`config.mk`:
```
export PLATFORM = sky130hd
export DESIGN_NAME = path_message_parser
export DESIGN_NICKNAME = d
export VERILOG_FILES = /design/src/logic/path_parser_pkg.sv /design/src/logic/key_lookup_if.sv /design/src/logic/key_lookup.sv /design/src/logic/path_message_parser.sv
export SDC_FILE = /design/constraint.sdc
export NUM_CORES = 1
export LEC_CHECK = 0
export BUFFER_PORTS_ARGS = -buffer_cell sky130_fd_sc_hd__clkbuf_2
export CAP_MARGIN = 20
export CORE_ASPECT_RATIO = 1.5
export CORE_MARGIN = 2
export CORE_UTILIZATION = 55
export DETAILED_ROUTE_END_ITERATION = 16
export PLACE_DENSITY_LB_ADDON = 0.05
export RECOVER_POWER = 50
export SYNTH_ARGS = -nofsm -noshare
export SYNTH_HDL_FRONTEND = slang
export SYNTH_HIERARCHICAL = 1
export SYNTH_SLANG_ARGS = --single-unit
```
`constraint.sdc`:
```
create_clock -name I_MCLK -period 6.75 [get_ports I_MCLK]
set_input_delay 0.3375 -clock I_MCLK [delete_from_list [all_inputs] [get_ports I_MCLK]]
set_output_delay 0.3375 -clock I_MCLK [all_outputs]
set_load 0.01 [all_outputs]
```
`src/logic/path_parser_pkg.sv`:
```
package path_parser_pkg;

  // ==========================================================================
  // Characters
  // ==========================================================================
  localparam logic [7:0] CH_NL    = 8'h0a;
  localparam logic [7:0] CH_SPACE = 8'h20;
  localparam logic [7:0] CH_STAR  = 8'h2a;
  localparam logic [7:0] CH_COLON = 8'h3a;
  localparam logic [7:0] CH_SEMI  = 8'h3b;
  localparam logic [7:0] CH_QUERY = 8'h3f;
  localparam logic [7:0] CH_A_UP  = 8'h41;
  localparam logic [7:0] CH_Z_UP  = 8'h5a;
  localparam logic [7:0] CH_A_LO  = 8'h61;
  localparam logic [7:0] CH_Z_LO  = 8'h7a;
  localparam logic [7:0] CASE_BIT = 8'h20;

  // ==========================================================================
  // Keyword packing
  // ==========================================================================
  localparam logic [2:0]  KEY_CHARS = 3'h4;
  localparam logic [2:0]  KEY_SHORT = 3'h3;
  localparam logic [3:0]  ERR_MAX   = 4'hf;

  // Keywords, upper case, right aligned.
  localparam logic [31:0] KW_ABOR = 32'h41424f52;
  localparam logic [31:0] KW_TRIG = 32'h54524947;
  localparam logic [31:0] KW_SOUR = 32'h534f5552;
  localparam logic [31:0] KW_DEL  = 32'h0044454c;
  localparam logic [31:0] KW_DELA = 32'h44454c41;
  localparam logic [31:0] KW_IMM  = 32'h00494d4d;
  localparam logic [31:0] KW_IMME = 32'h494d4d45;
  localparam logic [31:0] KW_SYST = 32'h53595354;
  localparam logic [31:0] KW_ERR  = 32'h00455252;
  localparam logic [31:0] KW_ERRO = 32'h4552524f;
  localparam logic [31:0] KW_PRES = 32'h50524553;
  localparam logic [31:0] KW_STAT = 32'h53544154;
  localparam logic [31:0] KW_FREQ = 32'h46524551;
  localparam logic [31:0] KW_SENS = 32'h53454e53;
  localparam logic [31:0] KW_AVER = 32'h41564552;
  localparam logic [31:0] KW_COUN = 32'h434f554e;

  // Three-letter parameter and common-command codes.
  localparam logic [23:0] PK_BUS = 24'h425553;
  localparam logic [23:0] PK_EXT = 24'h455854;
  localparam logic [23:0] PK_MAN = 24'h4d414e;
  localparam logic [23:0] PK_INT = 24'h494e54;
  localparam logic [23:0] CC_RST = 24'h525354;
  localparam logic [23:0] CC_CLS = 24'h434c53;

  // ==========================================================================
  // Command tree nodes
  // ==========================================================================
  localparam logic [3:0] N_ROOT      = 4'h0;
  localparam logic [3:0] N_TRIG      = 4'h1;
  localparam logic [3:0] N_TRIG_SOUR = 4'h2;
  localparam logic [3:0] N_TRIG_DEL  = 4'h3;
  localparam logic [3:0] N_TRIG_IMM  = 4'h4;
  localparam logic [3:0] N_SYST      = 4'h5;
  localparam logic [3:0] N_SYST_ERR  = 4'h6;
  localparam logic [3:0] N_SYST_PRES = 4'h7;
  localparam logic [3:0] N_STAT      = 4'h8;
  localparam logic [3:0] N_STAT_PRES = 4'h9;
  localparam logic [3:0] N_SOUR      = 4'ha;
  localparam logic [3:0] N_SOUR_FREQ = 4'hb;
  localparam logic [3:0] N_SENS      = 4'hc;
  localparam logic [3:0] N_SENS_AVER = 4'hd;
  localparam logic [3:0] N_AVER_COUN = 4'he;
  localparam logic [3:0] N_ABOR      = 4'hf;

  typedef enum logic [1:0] {
    TS_BUS = 2'b00,
    TS_EXT = 2'b01,
    TS_MAN = 2'b10,
    TS_INT = 2'b11
  } trig_src_e;

  localparam trig_src_e TRIG_SRC_RESET = TS_INT;

  typedef enum logic [2:0] {
    ST_IDLE   = 3'b000,
    ST_KEY    = 3'b001,
    ST_LOOK   = 3'b010,
    ST_TAKE   = 3'b011,
    ST_PARAM  = 3'b100,
    ST_SKIP   = 3'b101,
    ST_COMMON = 3'b110
  } parse_st_e;

  typedef enum logic [2:0] {
    D_COLON = 3'b000,
    D_SEMI  = 3'b001,
    D_SPACE = 3'b010,
    D_QUERY = 3'b011,
    D_TERM  = 3'b100
  } delim_e;

endpackage

```
`src/logic/key_lookup_if.sv`:
```
`timescale 1ns/10ps
`default_nettype none
interface key_lookup_if;
  logic        req;
  logic [3:0]  parent;
  logic [31:0] key;
  logic        hit;
  logic [3:0]  node;

  modport parser (output req, output parent, output key, input hit, input node);
  modport table_side (input req, input parent, input key, output hit, output node);
endinterface
`default_nettype wire

```
`src/logic/key_lookup.sv`:
```
`timescale 1ns/10ps
`default_nettype none
module key_lookup
  import path_parser_pkg::*;
(
  // Clock and reset.
  input wire logic         i_clk,
  input wire logic         i_reset_n,
  // Lookup port.
  key_lookup_if.table_side lk
);

  // ==========================================================================
  // Tree table
  // ==========================================================================
  function automatic logic [4:0] child_of(input logic [3:0] p, input logic [31:0] k);
    logic [4:0] r;
    r = {1'b0, N_ROOT};
    case (p)
      N_ROOT: begin
        if (k == KW_ABOR) r = {1'b1, N_ABOR};
        if (k == KW_TRIG) r = {1'b1, N_TRIG};
        if (k == KW_SYST) r = {1'b1, N_SYST};
        if (k == KW_STAT) r = {1'b1, N_STAT};
        if (k == KW_SOUR) r = {1'b1, N_SOUR};
        if (k == KW_SENS) r = {1'b1, N_SENS};
      end
      N_TRIG: begin
        if (k == KW_SOUR) r = {1'b1, N_TRIG_SOUR};
        if (k == KW_DEL || k == KW_DELA) r = {1'b1, N_TRIG_DEL};
        if (k == KW_IMM || k == KW_IMME) r = {1'b1, N_TRIG_IMM};
      end
      N_SYST: begin
        if (k == KW_ERR || k == KW_ERRO) r = {1'b1, N_SYST_ERR};
        if (k == KW_PRES) r = {1'b1, N_SYST_PRES};
      end
      N_STAT: begin
        if (k == KW_PRES) r = {1'b1, N_STAT_PRES};
      end
      N_SOUR: begin
        if (k == KW_FREQ) r = {1'b1, N_SOUR_FREQ};
      end
      N_SENS: begin
        if (k == KW_AVER) r = {1'b1, N_SENS_AVER};
      end
      N_SENS_AVER: begin
        if (k == KW_COUN) r = {1'b1, N_AVER_COUN};
      end
      default: r = {1'b0, N_ROOT};
    endcase
    return r;
  endfunction

  wire logic [4:0] result;
  assign result = child_of(lk.parent, lk.key);

  // Result is registered: it is valid the cycle after the request.
  always_ff @(posedge i_clk or negedge i_reset_n) begin
    if (!i_reset_n) begin
      lk.hit  <= 1'b0;
      lk.node <= N_ROOT;
    end else if (lk.req) begin
      lk.hit  <= result[4];
      lk.node <= result[3:0];
    end
  end

endmodule
`default_nettype wire

```
`src/logic/path_message_parser.sv`:
```
// What this block does
// - After reset and after the reset common command the current path is the root.
// - Any message terminator returns the current path to the root before the next message.
// - A colon between two keywords descends one level below the preceding keyword.
// - A colon that starts a command makes its keywords resolve from the root.
// - A semicolon ends one command and starts the next at the level of the last keyword of a resolved command.
// - Asterisk commands are taken the same at any path and, except the reset command, leave the path as it was.
// - Upper and lower case letters are equal in keywords and character parameters.
// - Newline, end-of-identify on the last byte, or both together all end a message.
// - The trigger source setting selects bus, external, manual or internal triggering.
`timescale 1ns/10ps
`default_nettype none
module path_message_parser
  import path_parser_pkg::*;
(
  // Clock and reset.
  input  wire logic        I_MCLK,
  input  wire logic        I_RESET_N,
  // Received bytes from the bus interface.
  input  wire logic [7:0]  I_DATA,
  input  wire logic        I_VALID,
  input  wire logic        I_EOI,
  output var  logic        O_READY,
  // Decoded commands.
  output var  logic        O_CMD_VALID,
  output var  logic [3:0]  O_CMD_NODE,
  output var  logic        O_CMD_QUERY,
  output var  logic        O_COMMON_VALID,
  output var  logic [23:0] O_COMMON_CODE,
  // Parser state.
  output var  logic [3:0]  O_PATH_NODE,
  output var  logic [1:0]  O_TRIG_SRC,
  output var  logic [3:0]  O_ERR_CNT
);

  // ==========================================================================
  // Functions
  // ==========================================================================
  function automatic logic [7:0] upcase(input logic [7:0] c);
    return (c >= CH_A_LO && c <= CH_Z_LO) ? (c & ~CASE_BIT) : c;
  endfunction
  function automatic logic [31:0] append(input logic [31:0] k, input logic [2:0] n, input logic [7:0] c);
    return (n < KEY_CHARS) ? {k[23:0], c} : k;
  endfunction
  function automatic logic [2:0] bump(input logic [2:0] n);
    return (n < KEY_CHARS) ? 3'(n + 3'h1) : n;
  endfunction
  function automatic logic [23:0] first3(input logic [31:0] k, input logic [2:0] n);
    return (n == KEY_CHARS) ? k[31:8] : k[23:0];
  endfunction

  // ==========================================================================
  // State
  // ==========================================================================
  parse_st_e   state_r, state_nxt;
  delim_e      pend_r, pend_nxt;
  logic [3:0]  cur_r, cur_nxt;
  logic [3:0]  walk_r, walk_nxt;
  logic [3:0]  last_par_r, last_par_nxt;
  logic [31:0] key_r, key_nxt;
  logic [2:0]  kcnt_r, kcnt_nxt;
  logic [31:0] pkey_r, pkey_nxt;
  logic [2:0]  pcnt_r, pcnt_nxt;
  logic        query_r, query_nxt;
  trig_src_e   trig_r, trig_nxt;
  logic [3:0]  err_r, err_nxt;
  logic        cmd_v_nxt;
  logic        com_v_nxt;
  logic [23:0] com_code_nxt;
  key_lookup_if lk ();
  key_lookup u_lookup (
    .i_clk     (I_MCLK),
    .i_reset_n (I_RESET_N),
    .lk        (lk)
  );
  // ==========================================================================
  // Byte decode
  // ==========================================================================
  wire logic [7:0]  ch;
  wire logic        acc;
  wire logic        letter;
  wire logic        term;
  wire logic        ends_cmd;
  wire logic [31:0] key_app;
  wire logic [31:0] pkey_app;
  wire logic [2:0]  pcnt_app;
  wire logic [23:0] param3;
  wire delim_e      delim;
  wire logic        is_delim;
  assign ch       = upcase(I_DATA);
  assign acc      = I_VALID && O_READY;
  assign letter   = ch >= CH_A_UP && ch <= CH_Z_UP;
  // Three terminator forms; EOI rides on the final data byte.
  assign term     = (I_DATA == CH_NL) || I_EOI;
  assign ends_cmd = term || I_DATA == CH_SEMI;
  assign key_app  = letter ? append(key_r, kcnt_r, ch) : key_r;
  assign pkey_app = letter ? append(pkey_r, pcnt_r, ch) : pkey_r;
  assign pcnt_app = letter ? bump(pcnt_r) : pcnt_r;
  assign param3   = first3(pkey_app, pcnt_app);
  assign delim    = I_EOI ? D_TERM :
                    I_DATA == CH_NL ? D_TERM :
                    I_DATA == CH_COLON ? D_COLON :
                    I_DATA == CH_SEMI ? D_SEMI :
                    I_DATA == CH_QUERY ? D_QUERY : D_SPACE;
  assign is_delim = term || I_DATA == CH_COLON || I_DATA == CH_SEMI || I_DATA == CH_QUERY || I_DATA == CH_SPACE;
  assign lk.req    = state_r == ST_LOOK;
  assign lk.parent = walk_r;
  assign lk.key    = key_r;

  // ==========================================================================
  // Next state
  // ==========================================================================
  always_comb begin
    state_nxt    = state_r;
    pend_nxt     = pend_r;
    cur_nxt      = cur_r;
    walk_nxt     = walk_r;
    last_par_nxt = last_par_r;
    key_nxt      = key_r;
    kcnt_nxt     = kcnt_r;
    pkey_nxt     = pkey_r;
    pcnt_nxt     = pcnt_r;
    query_nxt    = query_r;
    trig_nxt     = trig_r;
    err_nxt      = err_r;
    cmd_v_nxt    = 1'b0;
    com_v_nxt    = 1'b0;
    com_code_nxt = O_COMMON_CODE;
    case (state_r)
      ST_IDLE: begin
        if (acc) begin
          key_nxt  = {24'h000000, ch};
          kcnt_nxt = 3'h1;
          if (I_DATA == CH_STAR) begin
            key_nxt   = 32'h00000000;
            kcnt_nxt  = 3'h0;
            state_nxt = I_EOI ? ST_IDLE : ST_COMMON;
          end else if (I_DATA == CH_COLON) begin
            // Leading colon restarts from the root.
            walk_nxt  = N_ROOT;
            key_nxt   = 32'h00000000;
            kcnt_nxt  = 3'h0;
            state_nxt = I_EOI ? ST_IDLE : ST_KEY;
          end else if (letter) begin
            walk_nxt  = cur_r;
            pend_nxt  = D_TERM;
            state_nxt = I_EOI ? ST_LOOK : ST_KEY;
          end
          // A terminator on an empty command still resets the path.
          if (term) begin
            cur_nxt = N_ROOT;
          end
        end
      end
      ST_KEY: begin
        if (acc) begin
          key_nxt  = key_app;
          kcnt_nxt = letter ? bump(kcnt_r) : kcnt_r;
          if (is_delim) begin
            pend_nxt  = delim;
            state_nxt = ST_LOOK;
          end
        end
      end
      ST_LOOK: begin
        state_nxt = ST_TAKE;
      end
      ST_TAKE: begin
        key_nxt   = 32'h00000000;
        kcnt_nxt  = 3'h0;
        pkey_nxt  = 32'h00000000;
        pcnt_nxt  = 3'h0;
        query_nxt = pend_r == D_QUERY;
        if (!lk.hit) begin
          // Count the error and drop the rest of the command.
          err_nxt   = (err_r == ERR_MAX) ? err_r : 4'(err_r + 4'h1);
          state_nxt = (pend_r == D_SEMI || pend_r == D_TERM) ? ST_IDLE : ST_SKIP;
          if (pend_r == D_TERM) begin
            cur_nxt = N_ROOT;
          end
        end else begin
          last_par_nxt = walk_r;
          walk_nxt     = lk.node;
          case (pend_r)
            // Descend one level below the keyword just resolved.
            D_COLON: state_nxt = ST_KEY;
            D_SPACE: state_nxt = ST_PARAM;
            D_QUERY: state_nxt = ST_PARAM;
            default: begin
              cmd_v_nxt = 1'b1;
              state_nxt = ST_IDLE;
              // After a semicolon the path stays at the level of the last keyword; a terminator sends it to the root.
              cur_nxt   = (pend_r == D_TERM) ? N_ROOT : walk_r;
            end
          endcase
        end
      end
      ST_PARAM: begin
        if (acc) begin
          pkey_nxt = pkey_app;
          pcnt_nxt = pcnt_app;
          if (ends_cmd) begin
            cmd_v_nxt = 1'b1;
            state_nxt = ST_IDLE;
            cur_nxt   = term ? N_ROOT : last_par_r;
            if (walk_r == N_TRIG_SOUR && !query_r) begin
              if (param3 == PK_BUS) trig_nxt = TS_BUS;
              else if (param3 == PK_EXT) trig_nxt = TS_EXT;
              else if (param3 == PK_MAN) trig_nxt = TS_MAN;
              else if (param3 == PK_INT) trig_nxt = TS_INT;
              else err_nxt = (err_r == ERR_MAX) ? err_r : 4'(err_r + 4'h1);
            end
          end
        end
      end
      ST_SKIP: begin
        if (acc && ends_cmd) begin
          state_nxt = ST_IDLE;
          cur_nxt   = term ? N_ROOT : cur_r;
        end
      end
      ST_COMMON: begin
        if (acc) begin
          key_nxt  = key_app;
          kcnt_nxt = letter ? bump(kcnt_r) : kcnt_r;
          if (ends_cmd) begin
            // Common commands other than the reset command do not touch the current path.
            com_v_nxt    = 1'b1;
            com_code_nxt = key_app[23:0];
            state_nxt    = ST_IDLE;
            cur_nxt      = term ? N_ROOT : cur_r;
            // Reset command returns to the root.
            if (key_app[23:0] == CC_RST) begin
              cur_nxt  = N_ROOT;
              trig_nxt = TRIG_SRC_RESET;
            end
            if (key_app[23:0] == CC_CLS) begin
              err_nxt = 4'h0;
            end
          end
        end
      end
      default: state_nxt = ST_IDLE;
    endcase
  end
  // ==========================================================================
  // Registers
  // ==========================================================================
  // Power-up places the path at the root.
  always_ff @(posedge I_MCLK or negedge I_RESET_N) begin
    if (!I_RESET_N) begin
      state_r        <= ST_IDLE;
      pend_r         <= D_TERM;
      cur_r          <= N_ROOT;
      walk_r         <= N_ROOT;
      last_par_r     <= N_ROOT;
      key_r          <= 32'h00000000;
      kcnt_r         <= 3'h0;
      pkey_r         <= 32'h00000000;
      pcnt_r         <= 3'h0;
      query_r        <= 1'b0;
      trig_r         <= TRIG_SRC_RESET;
      err_r          <= 4'h0;
      O_READY        <= 1'b1;
      O_CMD_VALID    <= 1'b0;
      O_COMMON_VALID <= 1'b0;
      O_COMMON_CODE  <= 24'h000000;
    end else begin
      state_r        <= state_nxt;
      pend_r         <= pend_nxt;
      cur_r          <= cur_nxt;
      walk_r         <= walk_nxt;
      last_par_r     <= last_par_nxt;
      key_r          <= key_nxt;
      kcnt_r         <= kcnt_nxt;
      pkey_r         <= pkey_nxt;
      pcnt_r         <= pcnt_nxt;
      query_r        <= query_nxt;
      trig_r         <= trig_nxt;
      err_r          <= err_nxt;
      O_READY        <= state_nxt != ST_LOOK && state_nxt != ST_TAKE;
      O_CMD_VALID    <= cmd_v_nxt;
      O_COMMON_VALID <= com_v_nxt;
      O_COMMON_CODE  <= com_code_nxt;
    end
  end

  assign O_CMD_NODE  = walk_r;
  assign O_CMD_QUERY = query_r;
  assign O_PATH_NODE = cur_r;
  assign O_TRIG_SRC  = trig_r;
  assign O_ERR_CNT   = err_r;

endmodule
`default_nettype wire

```
==> results_dict.tcl, run 1 <==
set metrics [dict create \
    cp_slowest_stage_delay_ns 2.09 \
    core_um2 13900 \
    fp.dieArea_um2 15000 \
    crit_slowest_cell "clkbuf_1" \
    slew_viol_final 96 \
    required_ns 7.17 \
    synthesis.area_um2 7730 \
    synth_edf_count 0 \
    syn_nets 877 \
    worstMarginPinSlew_ns 2.97 \
    place_inst 1044 \
    synth_area_leader_cell "dfrtp_1" \
    area_growth_pct 12.1 \
    cp_cell_sequence "dlygate4sd3_1 > clkbuf_1 > buf_4" \
    grt_setup_unrepaired "false" \
    ant_nets 0 \
    reg2reg_from "pcnt_r[0]$_DFFE_PN0P_" \
    track_usage_pct 32.5 \
    rrSetupSlack_ns 3.26 \
    hpwlAfterDp_um 16900 \
    ir_worst_vdd_mv 0.246 \
    crit_start "I_RESET_N" \
    fin_setup_tns_ns 0 \
    overflow 0 \
    worstSetupStartpointType "primary input" \
    dpl_cell_area_um2 8110 \
    rows 53 \
    hp-class "in2reg" \
    final_cells 1077 \
    cts_sinks 127 \
    dp_slack_ns 3.08 \
    globalplace.congestion 0.938 \
    synth_warnings 6 \
    max_freq_mhz 278 \
    drt-total-wl_um 23600 \
    synth_ff_type "dfrtp_1" \
    grt_max_degree 74 \
    status "finished with violations" \
    port_buffers 53 \
    ys_ff_latch 127 \
    grt_pass1_vias 7266 \
    max-cap-violations 2 \
    worstHoldStart "I_DATA[5]" \
    slew_headroom_pct -97.9 \
    min_period_over_period_pct 53.4 \
    tritoncts "built" \
    drt_first_pass_iters 5 \
    ys_types 85 \
    finish.instance_area_um2 8660 \
    remaining_drc_errors 0 \
    start_util_pct 55.7 \
    setup_viol 0 \
    cts_buffer_depth 2 \
    grt_pass1_wl_um 37800 \
    leakagePower_uw 0.00346 \
    synthCells 862 \
    cp_max_fo 73 \
    drive_gt1_share_pct 11.2 \
    synthArstFlopShare_pct 100 \
    cp_num_buf_inv 3 \
    finalHoldViolCount 0 \
    htreeDepth 4 \
    violations "max-capacitance violations, max-slew violations" \
    viasPerCell 6.65 \
    die_h_um 149 \
    path_clk_slew_ns 0.06 \
    fp.dieW_um 101 \
    critical_path_class "in2async" \
    vias 7162 \
    post-route-min-period_ns 3.60 \
    clkLatencyLatePin_ns 0.42 \
    syn_area_per_cell_um2 8.96 \
    cpLargestDelayFamily "buffers and inverters" \
    skew_ns 0.0109 \
    drt_iter0_markers 486 \
    wl_per_cell_um 21.9 \
    root_buffer "clkbuf_16" \
    total_power_uw 3180 \
    io_pins 54 \
    antenna_found_initial 0 \
    cts_buffers 17 \
    timing.final.ws_setup_ns 3.15 \
    yosys.area.top_type_share_pct 39.8 \
    power_density_nw_per_um2 367 \
    seq_area_frac_synth_pct 41.2 \
    end_kind "async pin" \
    antennaDiodeCount 0 \
    ys_top_cells_by_area "dfrtp_1 40%, nand2_1 6.1%, o21ai_0 4.7%" \
    cts_setup_buffers 0 \
    n_fill_cell 1211 \
    nets 914 \
    cts.repair.resized 0 \
    cp.arrival_ns 4.02 \
]
## through the flow
step,hold slack (ns),util (%)
2_1_floorplan,0.0419,-
3_3_place_gp,0.407,58.5
3_5_place_dp,0.430,58.5
4_1_cts,0.193,62.9
5_1_grt,0.206,62.5
6_report,0.224,62.5
## sequential cells by signal, indices dropped and copies added, names as in the netlist, 4 cells and up
register          count
key_r                32
pkey_r               32
O_COMMON_CODE        24
O_CMD_NODE            4
O_ERR_CNT             4
O_PATH_NODE           4
last_par_r            4
u_lookup/lk.node      4
## path summary, 6_finish.rpt
| kind | endpoint | depth (start not counted) |
|---|---|---|
| setup reg to reg | O_ERR_CNT[3]$_DFFE_PN0P_ | 11 |
| hold reg to reg | O_COMMON_CODE[1]$_DFFE_PN0P_ | 2 |
| setup / recovery | pkey_r[13]$_DFFE_PN0P_ | 3 |
| min in group asynchronous | O_COMMON_CODE[22]$_DFFE_PN0P_ | 2 |
| max in group I_MCLK | O_ERR_CNT[3]$_DFFE_PN0P_ | 11 |
| hold / removal | key_r[5]$_DFFE_PN0P_ | 3 |
## cell families after synthesis
logic type	synth area share (%)
adders and majority gates	0.486
AOI/OAI and AO/OA	20.8
xor gates and xnor gates	0.113
DFF	41.2
muxes	5.05
and+or+nand+nor	29.3
buffers and inverters	3.03
## synth_stat cells (4+ instances only)
cell type and instances:
nand2_1 126, dfrtp_1 123, o21ai_0 72, nor2_1 64, clkbuf_1 42, a22o_1 32
nand3_1 31, mux2i_1 30, nor3_1 25, a21oi_1 23, nand2b_1 16, nor2b_1 16
nor4_1 16, inv_1 15, nand4_1 15, o22ai_1 14, nor3b_1 13, a211oi_1 12
a31oi_1 9, and3_1 8, mux2_2 8, nor4bb_1 8, o211ai_1 7, and4bb_2 6
a21o_1 5, nand3b_1 5, nor4b_1 5, o21a_1 5, or3_1 5, a2111oi_0 4
a221o_1 4, and2_1 4, and2b_2 4, dfstp_2 4, o31ai_1 4, or3b_2 4
## layout make-up
type / count / area, um2 / share of cell area, %
clock buffer: 22 / 494 / 5.71
multi-input combinational: 674 / 4330 / 50.0
tap: 165 / 206 / 2.38
clock inverter: 10 / 101 / 1.17
timing repair buffer: 64 / 292 / 3.37
sequential: 127 / 3180 / 36.8
inverter: 15 / 56.3 / 0.650
## worst min-delay path, stage by stage
cell and delay, ns:
clkbuf_2 0.12, nand3_1 0.07, o21ai_0 0.07
## placed cells by master, fill, tap and decap left out, drive strengths merged, types with 8 or more instances in the layout
master  count
o21ai      74
and3        8
o22ai      14
nand2     126
nand4      16
a211oi     12
a31oi       9
nor3       26
nor4b       9
dfrtp     123
nor2       64
nor4       18
clkbuf     76
a21oi      25
a22o       32
inv        18
nor3b      14
mux2i      30
nor4bb      8
buf         9
nand2b     16
nand3      32
mux2        8
nor2b      16
## where the power goes
part	leakage, uW	switching (uW)	internal, uW
logic	0.00147	591	374
registers	0.00171	345	956
clock network	0.000286	351	560
total	0.00346	1290	1890
## metal layers
metal,GRT usage (%),routed length [um],vias up
li1,-,-,3321
met5,0,0,-
met3,5.01,1040,92
met2,59.2,12700,286
met1,34.8,8620,3463
met4,19.0,1220,0
## timing repair
action | in CTS | in global routing
hold buffers | 1 | 0
hold endpoints to repair | 49 | 0
setup endpoints to repair | 0 | 0
(Power assumes the default switching activity.)
==> run 2: changes to the inputs <==
Settings changed: ABC_AREA set to 1.
Clock period 6.75 ns to 3.45 ns, I/O delays scaled along.
==> run 2 against run 1 <==
Compared with the run above: the run now ends clean; routed wire length is 14% higher; synthesized cell count rose by 54%; final area increased by 12%; combinational power rose to 3.6 times the previous value; first-iteration DRC count is 22% higher; count of clock-buffer cells in the layout down 5; sequential share of layout area shrank 4.1 points; critical endpoint is now O_ERR_CNT[1]$_DFFE_PN0P_.
==> results_dict.tcl, run 2 <==
set metrics [dict create \
    fp.dieArea_um2 16900 \
    cts_sinks 127 \
    track_usage_pct 33.3 \
    slew_headroom_pct 7.84 \
    required_ns 3.77 \
    seq_area_frac_synth_pct 36.6 \
    synthCells 1328 \
    grt_max_degree 112 \
    timing.final.ws_setup_ns 0.513 \
    ir_worst_vdd_mv 0.392 \
    overflow 0 \
    tritoncts "built" \
    port_buffers 53 \
    nets 1397 \
    drive_gt1_share_pct 10.6 \
    grt_pass1_vias 8737 \
    ys_ff_latch 127 \
    rr_worst_depth 15 \
    final_common_cell "nand2_1" \
    synth_edf_count 0 \
    status "finished clean" \
    setup_viol 0 \
    ys_top_cells_by_area "dfrtp_1 35%, nand2_1 17%, nor2_1 7.8%" \
    root_buffer "clkbuf_16" \
    synthesis.area_um2 8710 \
    path_clk_slew_ns 0.07 \
    drt_first_pass_iters 5 \
    synth_area_leader_cell "dfrtp_1" \
    finalHoldViolCount 0 \
    finish.instance_area_um2 9740 \
    cts_setup_buffers 0 \
    max-cap-violations 0 \
    wl_per_cell_um 16.8 \
    syn_nets 1343 \
    cp_max_fo 32 \
    rows 56 \
    fin_hold_ws_ns 0.0280 \
    antenna_found_initial 0 \
    crit_top_cell "nand2_1" \
    min_period_over_period_pct 85.1 \
    cts_buffers 17 \
    globalplace.congestion 1.06 \
    hp-class "in2reg" \
    grt_setup_unrepaired "false" \
    cp_cell_sequence "ha_1 > nand2_1 > o21ai_0 > o21ai_4 > nand3_4 > o21ai_0 > nand2_1 > nor2_1 > nand3_1 > nor2_2 > nor2_1 > nand2_2 > nand2_4 > nand3_1 > nand2_1" \
    drt-total-wl_um 26900 \
    worstSetupStartpointType "register" \
    core_um2 15600 \
    syn_area_per_cell_um2 6.56 \
    ys_types 48 \
    slew_viol_final 0 \
    crit_slowest_cell "dfrtp_1" \
    ant_nets 0 \
    viasPerCell 5.57 \
    grt_pass1_wl_um 43500 \
    synth_ff_type "dfrtp_1" \
    hpwlAfterDp_um 20300 \
    clkLatencyLatePin_ns 0.43 \
    vias 8896 \
    end_kind "register" \
    die_h_um 158 \
    fin_setup_tns_ns 0 \
    htreeDepth 4 \
    dp_slack_ns 0.200 \
    cts_buffer_depth 2 \
    cp_slowest_stage_delay_ns 0.42 \
    fp.dieW_um 107 \
    cp.arrival_ns 3.26 \
    yosys.area.top_type_share_pct 35.3 \
    top_regs "key_r: 32 flops, pkey_r: 32 flops, O_COMMON_CODE: 24 flops" \
    yosysMostFrequentCell "nand2_1" \
    max_freq_mhz 340 \
    io_pins 54 \
    skew_ns 0.0122 \
    area_growth_pct 11.8 \
    layout_common_cells "391 x nand2_1, 182 x nor2_1, 174 x inv_1" \
    min_path_cells 3 \
    synthTopCellsByCount "391 x nand2_1, 182 x nor2_1, 174 x inv_1" \
    critical_path_class "reg2reg" \
    leakagePower_uw 0.00456 \
    start_util_pct 56.0 \
    worstMarginPinSlew_ns 1.38 \
    utilization_pct 62.6 \
    synth_warnings 6 \
    drt_iter0_markers 595 \
    dpl_cell_area_um2 9180 \
    synthArstFlopShare_pct 100 \
    post-route-min-period_ns 2.94 \
    antennaDiodeCount 0 \
    power_density_nw_per_um2 785 \
    remaining_drc_errors 0 \
]
run 2: cell count changes after synthesis, moves of 28 or more:
cell / before / now
o21ai_0: 72 / 100
o22ai_1: 14 / 42
mux2i_1: 30 / 0
nand3_1: 31 / 76
nand2_1: 126 / 391
nor2_1: 64 / 182
inv_1: 15 / 174
a22o_1: 32 / 0
run 2: final cells by class:
| type | instances | area, um2 |
|---|---|---|
| Timing Repair Buffer | 73 | 383 |
| Inverter | 187 | 702 |
| Clock inverter | 15 | 169 |
| Multi-Input combinational cell | 976 | 4620 |
| Tap cell | 203 | 254 |
| Fill cell | 1595 | 5820 |
| Clock buffer | 17 | 425 |
| Sequential cell | 127 | 3180 |
run 2: path summary, 6_finish.rpt:
path                                         startpoint                           end  slack (ns)
max                               pcnt_r[0]$_DFFE_PN0P_      O_ERR_CNT[1]$_DFFE_PN0P_        0.51
max in group asynchronous                     I_RESET_N     O_TRIG_SRC[1]$_DFFE_PN1P_        0.93
min reg2reg                O_COMMON_CODE[4]$_DFFE_PN0P_  O_COMMON_CODE[4]$_DFFE_PN0P_        0.47
min                                           I_DATA[7]          key_r[7]$_DFFE_PN0P_        0.03
min in group asynchronous                     I_RESET_N        pkey_r[18]$_DFFE_PN0P_        0.29
max reg2reg                       pcnt_r[0]$_DFFE_PN0P_      O_ERR_CNT[1]$_DFFE_PN0P_        0.51
run 2: critical path: cells and delay by family, from the launching register on:
family	cells	cell delay, ns
AOI/OAI and AO/OA	3	0.84
adders and majority gates	1	0.31
DFF	1	0.42
and+or+nand+nor	11	1.25
run 2: metal layers:
metal	vias to the layer above	wire, um	track usage [%]	part of all wire (%)
met1	4159	9880	34.4	37
met4	0	1520	21.0	5.6
met2	251	14500	61.8	54
met5	-	0	0	0
met3	112	941	5.39	3.5
li1	4374	-	-	-
run 2: logic make-up (layout without fill, tap and decap cells):
group           count (synthesis)  after routing  share of synthesized area (%)
simple gates                  744            744                           37.1
compound gates                227            227                           15.3
flops                         127            127                           36.6
fa+ha+maj                       3              3                          0.431
xor+xnor                        2              2                          0.201
buf+inv                       225            292                           10.4
run 2: stage by stage:
stage / total power, uW / instances
after floorplan: 4790 / 1328
after global placement: 5800 / 1564
after detailed placement: 5840 / 1564
after CTS: 7650 / 1597
after global routing: 8200 / 1598
final: 7640 / 1598
run 2: timing repair:
action / 4_1_cts / 5_1_grt
hold buffers: 1 / 0
hold endpoints to repair: 108 / 0
gates resized for setup: 0 / 0
run 2: report_power, final:
group | internal [uW] | total (uW) | switching (uW)
combinational | 1080 | 3440 | 2360
clock | 970 | 1790 | 823
sequential | 1950 | 2400 | 448
==> run 3: changes to the inputs <==
--- a/config.mk
+++ b/config.mk
@@ -16,2 +16,3 @@
 export RECOVER_POWER = 50
+export SKIP_LAST_GASP = 1
 export SYNTH_ARGS = -nofsm -noshare
==> constraint.sdc (replaced) <==
create_clock -name I_MCLK -period 3.45 [get_ports I_MCLK]
set_input_delay 0.345 -clock I_MCLK [delete_from_list [all_inputs] [get_ports I_MCLK]]
set_output_delay 0.345 -clock I_MCLK [all_outputs]
set_load 0.01 [all_outputs]
==> run 3 against run 2 <==
Compared with the run above: total power grew 3.6%; register-to-register slack got worse by 0.07 ns; combinational power rose by 3%; via count rose by 1.7%; sequential share of layout area is 0.60 points lower; largest cell class unchanged; setup slack got worse by 0.16 ns; routed wire length grew 2.8%; final area increased by 1.9%; maximum frequency shrank 5.0%; die area is the same; critical path type is now in2reg.
==> results_dict.tcl, run 3 (synthesis results as in run 2) <==
set metrics [dict create \
    crit_slowest_cell "buf_4" \
    hpwlAfterDp_um 20700 \
    slew_viol_final 0 \
    layout_common_cells "391 x nand2_1, 182 x nor2_1, 174 x inv_1" \
    finish.instance_area_um2 9920 \
    cp_slowest_stage_delay_ns 0.20 \
    utilization_pct 63.8 \
    antenna_found_initial 0 \
    nets 1415 \
    cts.repair.resized 0 \
    ir_worst_vdd_mv 0.409 \
    vias 9050 \
    grt_setup_unrepaired "false" \
    cp_max_fo 30 \
    clkLatencyLatePin_ns 0.44 \
    fin_hold_ws_ns 0.216 \
    slew_headroom_pct 7.92 \
    viasPerCell 5.60 \
    rows 56 \
    remaining_drc_errors 0 \
    tritoncts "built" \
    grt_pass1_wl_um 43600 \
    globalplace.congestion 1.03 \
    critical_path_class "in2reg" \
    wl_per_cell_um 17.1 \
    cts_buffer_depth 2 \
    min_period_over_period_pct 89.6 \
    cts_sinks 127 \
    final_cells 1616 \
    max-cap-violations 0 \
    skew_ns 0.0252 \
    fp.dieArea_um2 16900 \
    finalHoldViolCount 0 \
    cp.arrival_ns 3.45 \
    area_growth_pct 13.9 \
    status "finished clean" \
    worstMarginPinSlew_ns 1.38 \
    port_buffers 53 \
    track_usage_pct 33.4 \
    grt_max_degree 114 \
    end_kind "register" \
    start_util_pct 56.0 \
    drt-total-wl_um 27600 \
    setup_viol 0 \
    io_pins 54 \
    drt_iter0_markers 603 \
    worstSetupStartpointType "primary input" \
    die_h_um 158 \
    antennaDiodeCount 0 \
    post-route-min-period_ns 3.09 \
    required_ns 3.81 \
    drt_first_pass_iters 6 \
    path_clk_slew_ns 0.07 \
    crit_top_cell "nand2_1" \
    fin_setup_tns_ns 0 \
    fp.dieW_um 107 \
    drive_gt1_share_pct 11.7 \
    ant_nets 0 \
    place_inst 1579 \
    n_fill_cell 1532 \
    final_common_cell "nand2_1" \
    hp-class "in2reg" \
    core_um2 15600 \
    overflow 0 \
    max_freq_mhz 323 \
    top_regs "key_r: 32 flops, pkey_r: 32 flops, O_COMMON_CODE: 24 flops" \
    grt_pass1_vias 8779 \
    htreeDepth 4 \
    leakagePower_uw 0.00468 \
    root_buffer "clkbuf_16" \
    cts_buffers 17 \
    power_density_nw_per_um2 798 \
    dpl_cell_area_um2 9290 \
]
==> run 3: changes by cell type in the layout (fill, tap and decap cells not counted), sizes merged <==
cell	change
buf	+18
clkinvlp	-2
clkinv	-1
inv	+1
bufinv	+2
==> run 3: final cells by class <==
class	count	area (um2)	share of cell area, %
inverters	187	702	7.08
multi-input cells	976	4620	46.6
flip-flops and latches	127	3180	32.1
clock inverters	15	216	2.18
clock buffers	17	425	4.29
repair buffers	91	518	5.22
well taps	203	254	2.56
==> run 3: what timing repair did <==
item / in CTS / in global routing
setup endpoints to repair: 0 / 4
buffers inserted: 0 / 3
hold endpoints to repair: 0 / 13
hold buffers: 0 / 1
==> run 3: where the power goes <==
part	leakage, uW	total, uW	switching, uW	internal [uW]
logic	0.00265	3560	2410	1140
clock network	0.000315	1960	838	1120
registers	0.00171	2390	441	1950
==> run 3: final timing paths <==
| kind | startpoint | endpoint | slack, ns | cells past startpoint |
|---|---|---|---|---|
| worst max register to register | pcnt_r[0]$_DFFE_PN0P_ | O_ERR_CNT[0]$_DFFE_PN0P_ | 0.44 | 16 |
| min in group asynchronous | I_RESET_N | pkey_r[18]$_DFFE_PN0P_ | 0.48 | 2 |
| worst max-delay path | I_DATA[0] | O_ERR_CNT[0]$_DFFE_PN0P_ | 0.36 | 26 |
| worst min-delay path | I_DATA[7] | key_r[7]$_DFFE_PN0P_ | 0.22 | 3 |
| max in group asynchronous | I_RESET_N | key_r[16]$_DFFE_PN0P_ | 0.82 | 4 |
| worst min register to register | O_TRIG_SRC[0]$_DFFE_PN1P_ | O_TRIG_SRC[0]$_DFFE_PN1P_ | 0.47 | 2 |
==> run 3: critical path: cells and delay by family <==
| kind | cells | cell delay, ns |
|---|---|---|
| and+or+nand+nor | 19 | 2.04 |
| buffers and inverters | 5 | 0.71 |
| AOI/OAI and AO/OA | 2 | 0.35 |
==> run 3: per-stage QoR <==
step	worst slack (ns)	total power [uW]
finish	0.358	7910
global route	0.0771	8450
CTS	0.403	7910
detailed placement	-0.0137	5930
global placement	0.113	5890
floorplan	0.849	4790
==> run 3: routing by layer <==
metal | up-vias | global-route usage [%] | share of wire [%]
met4 | 0 | 19.4 | 5.5
met3 | 89 | 4.94 | 3.6
li1 | 4416 | - | -
met1 | 4259 | 34.4 | 37
met5 | - | 0 | 0
met2 | 286 | 63.4 | 54
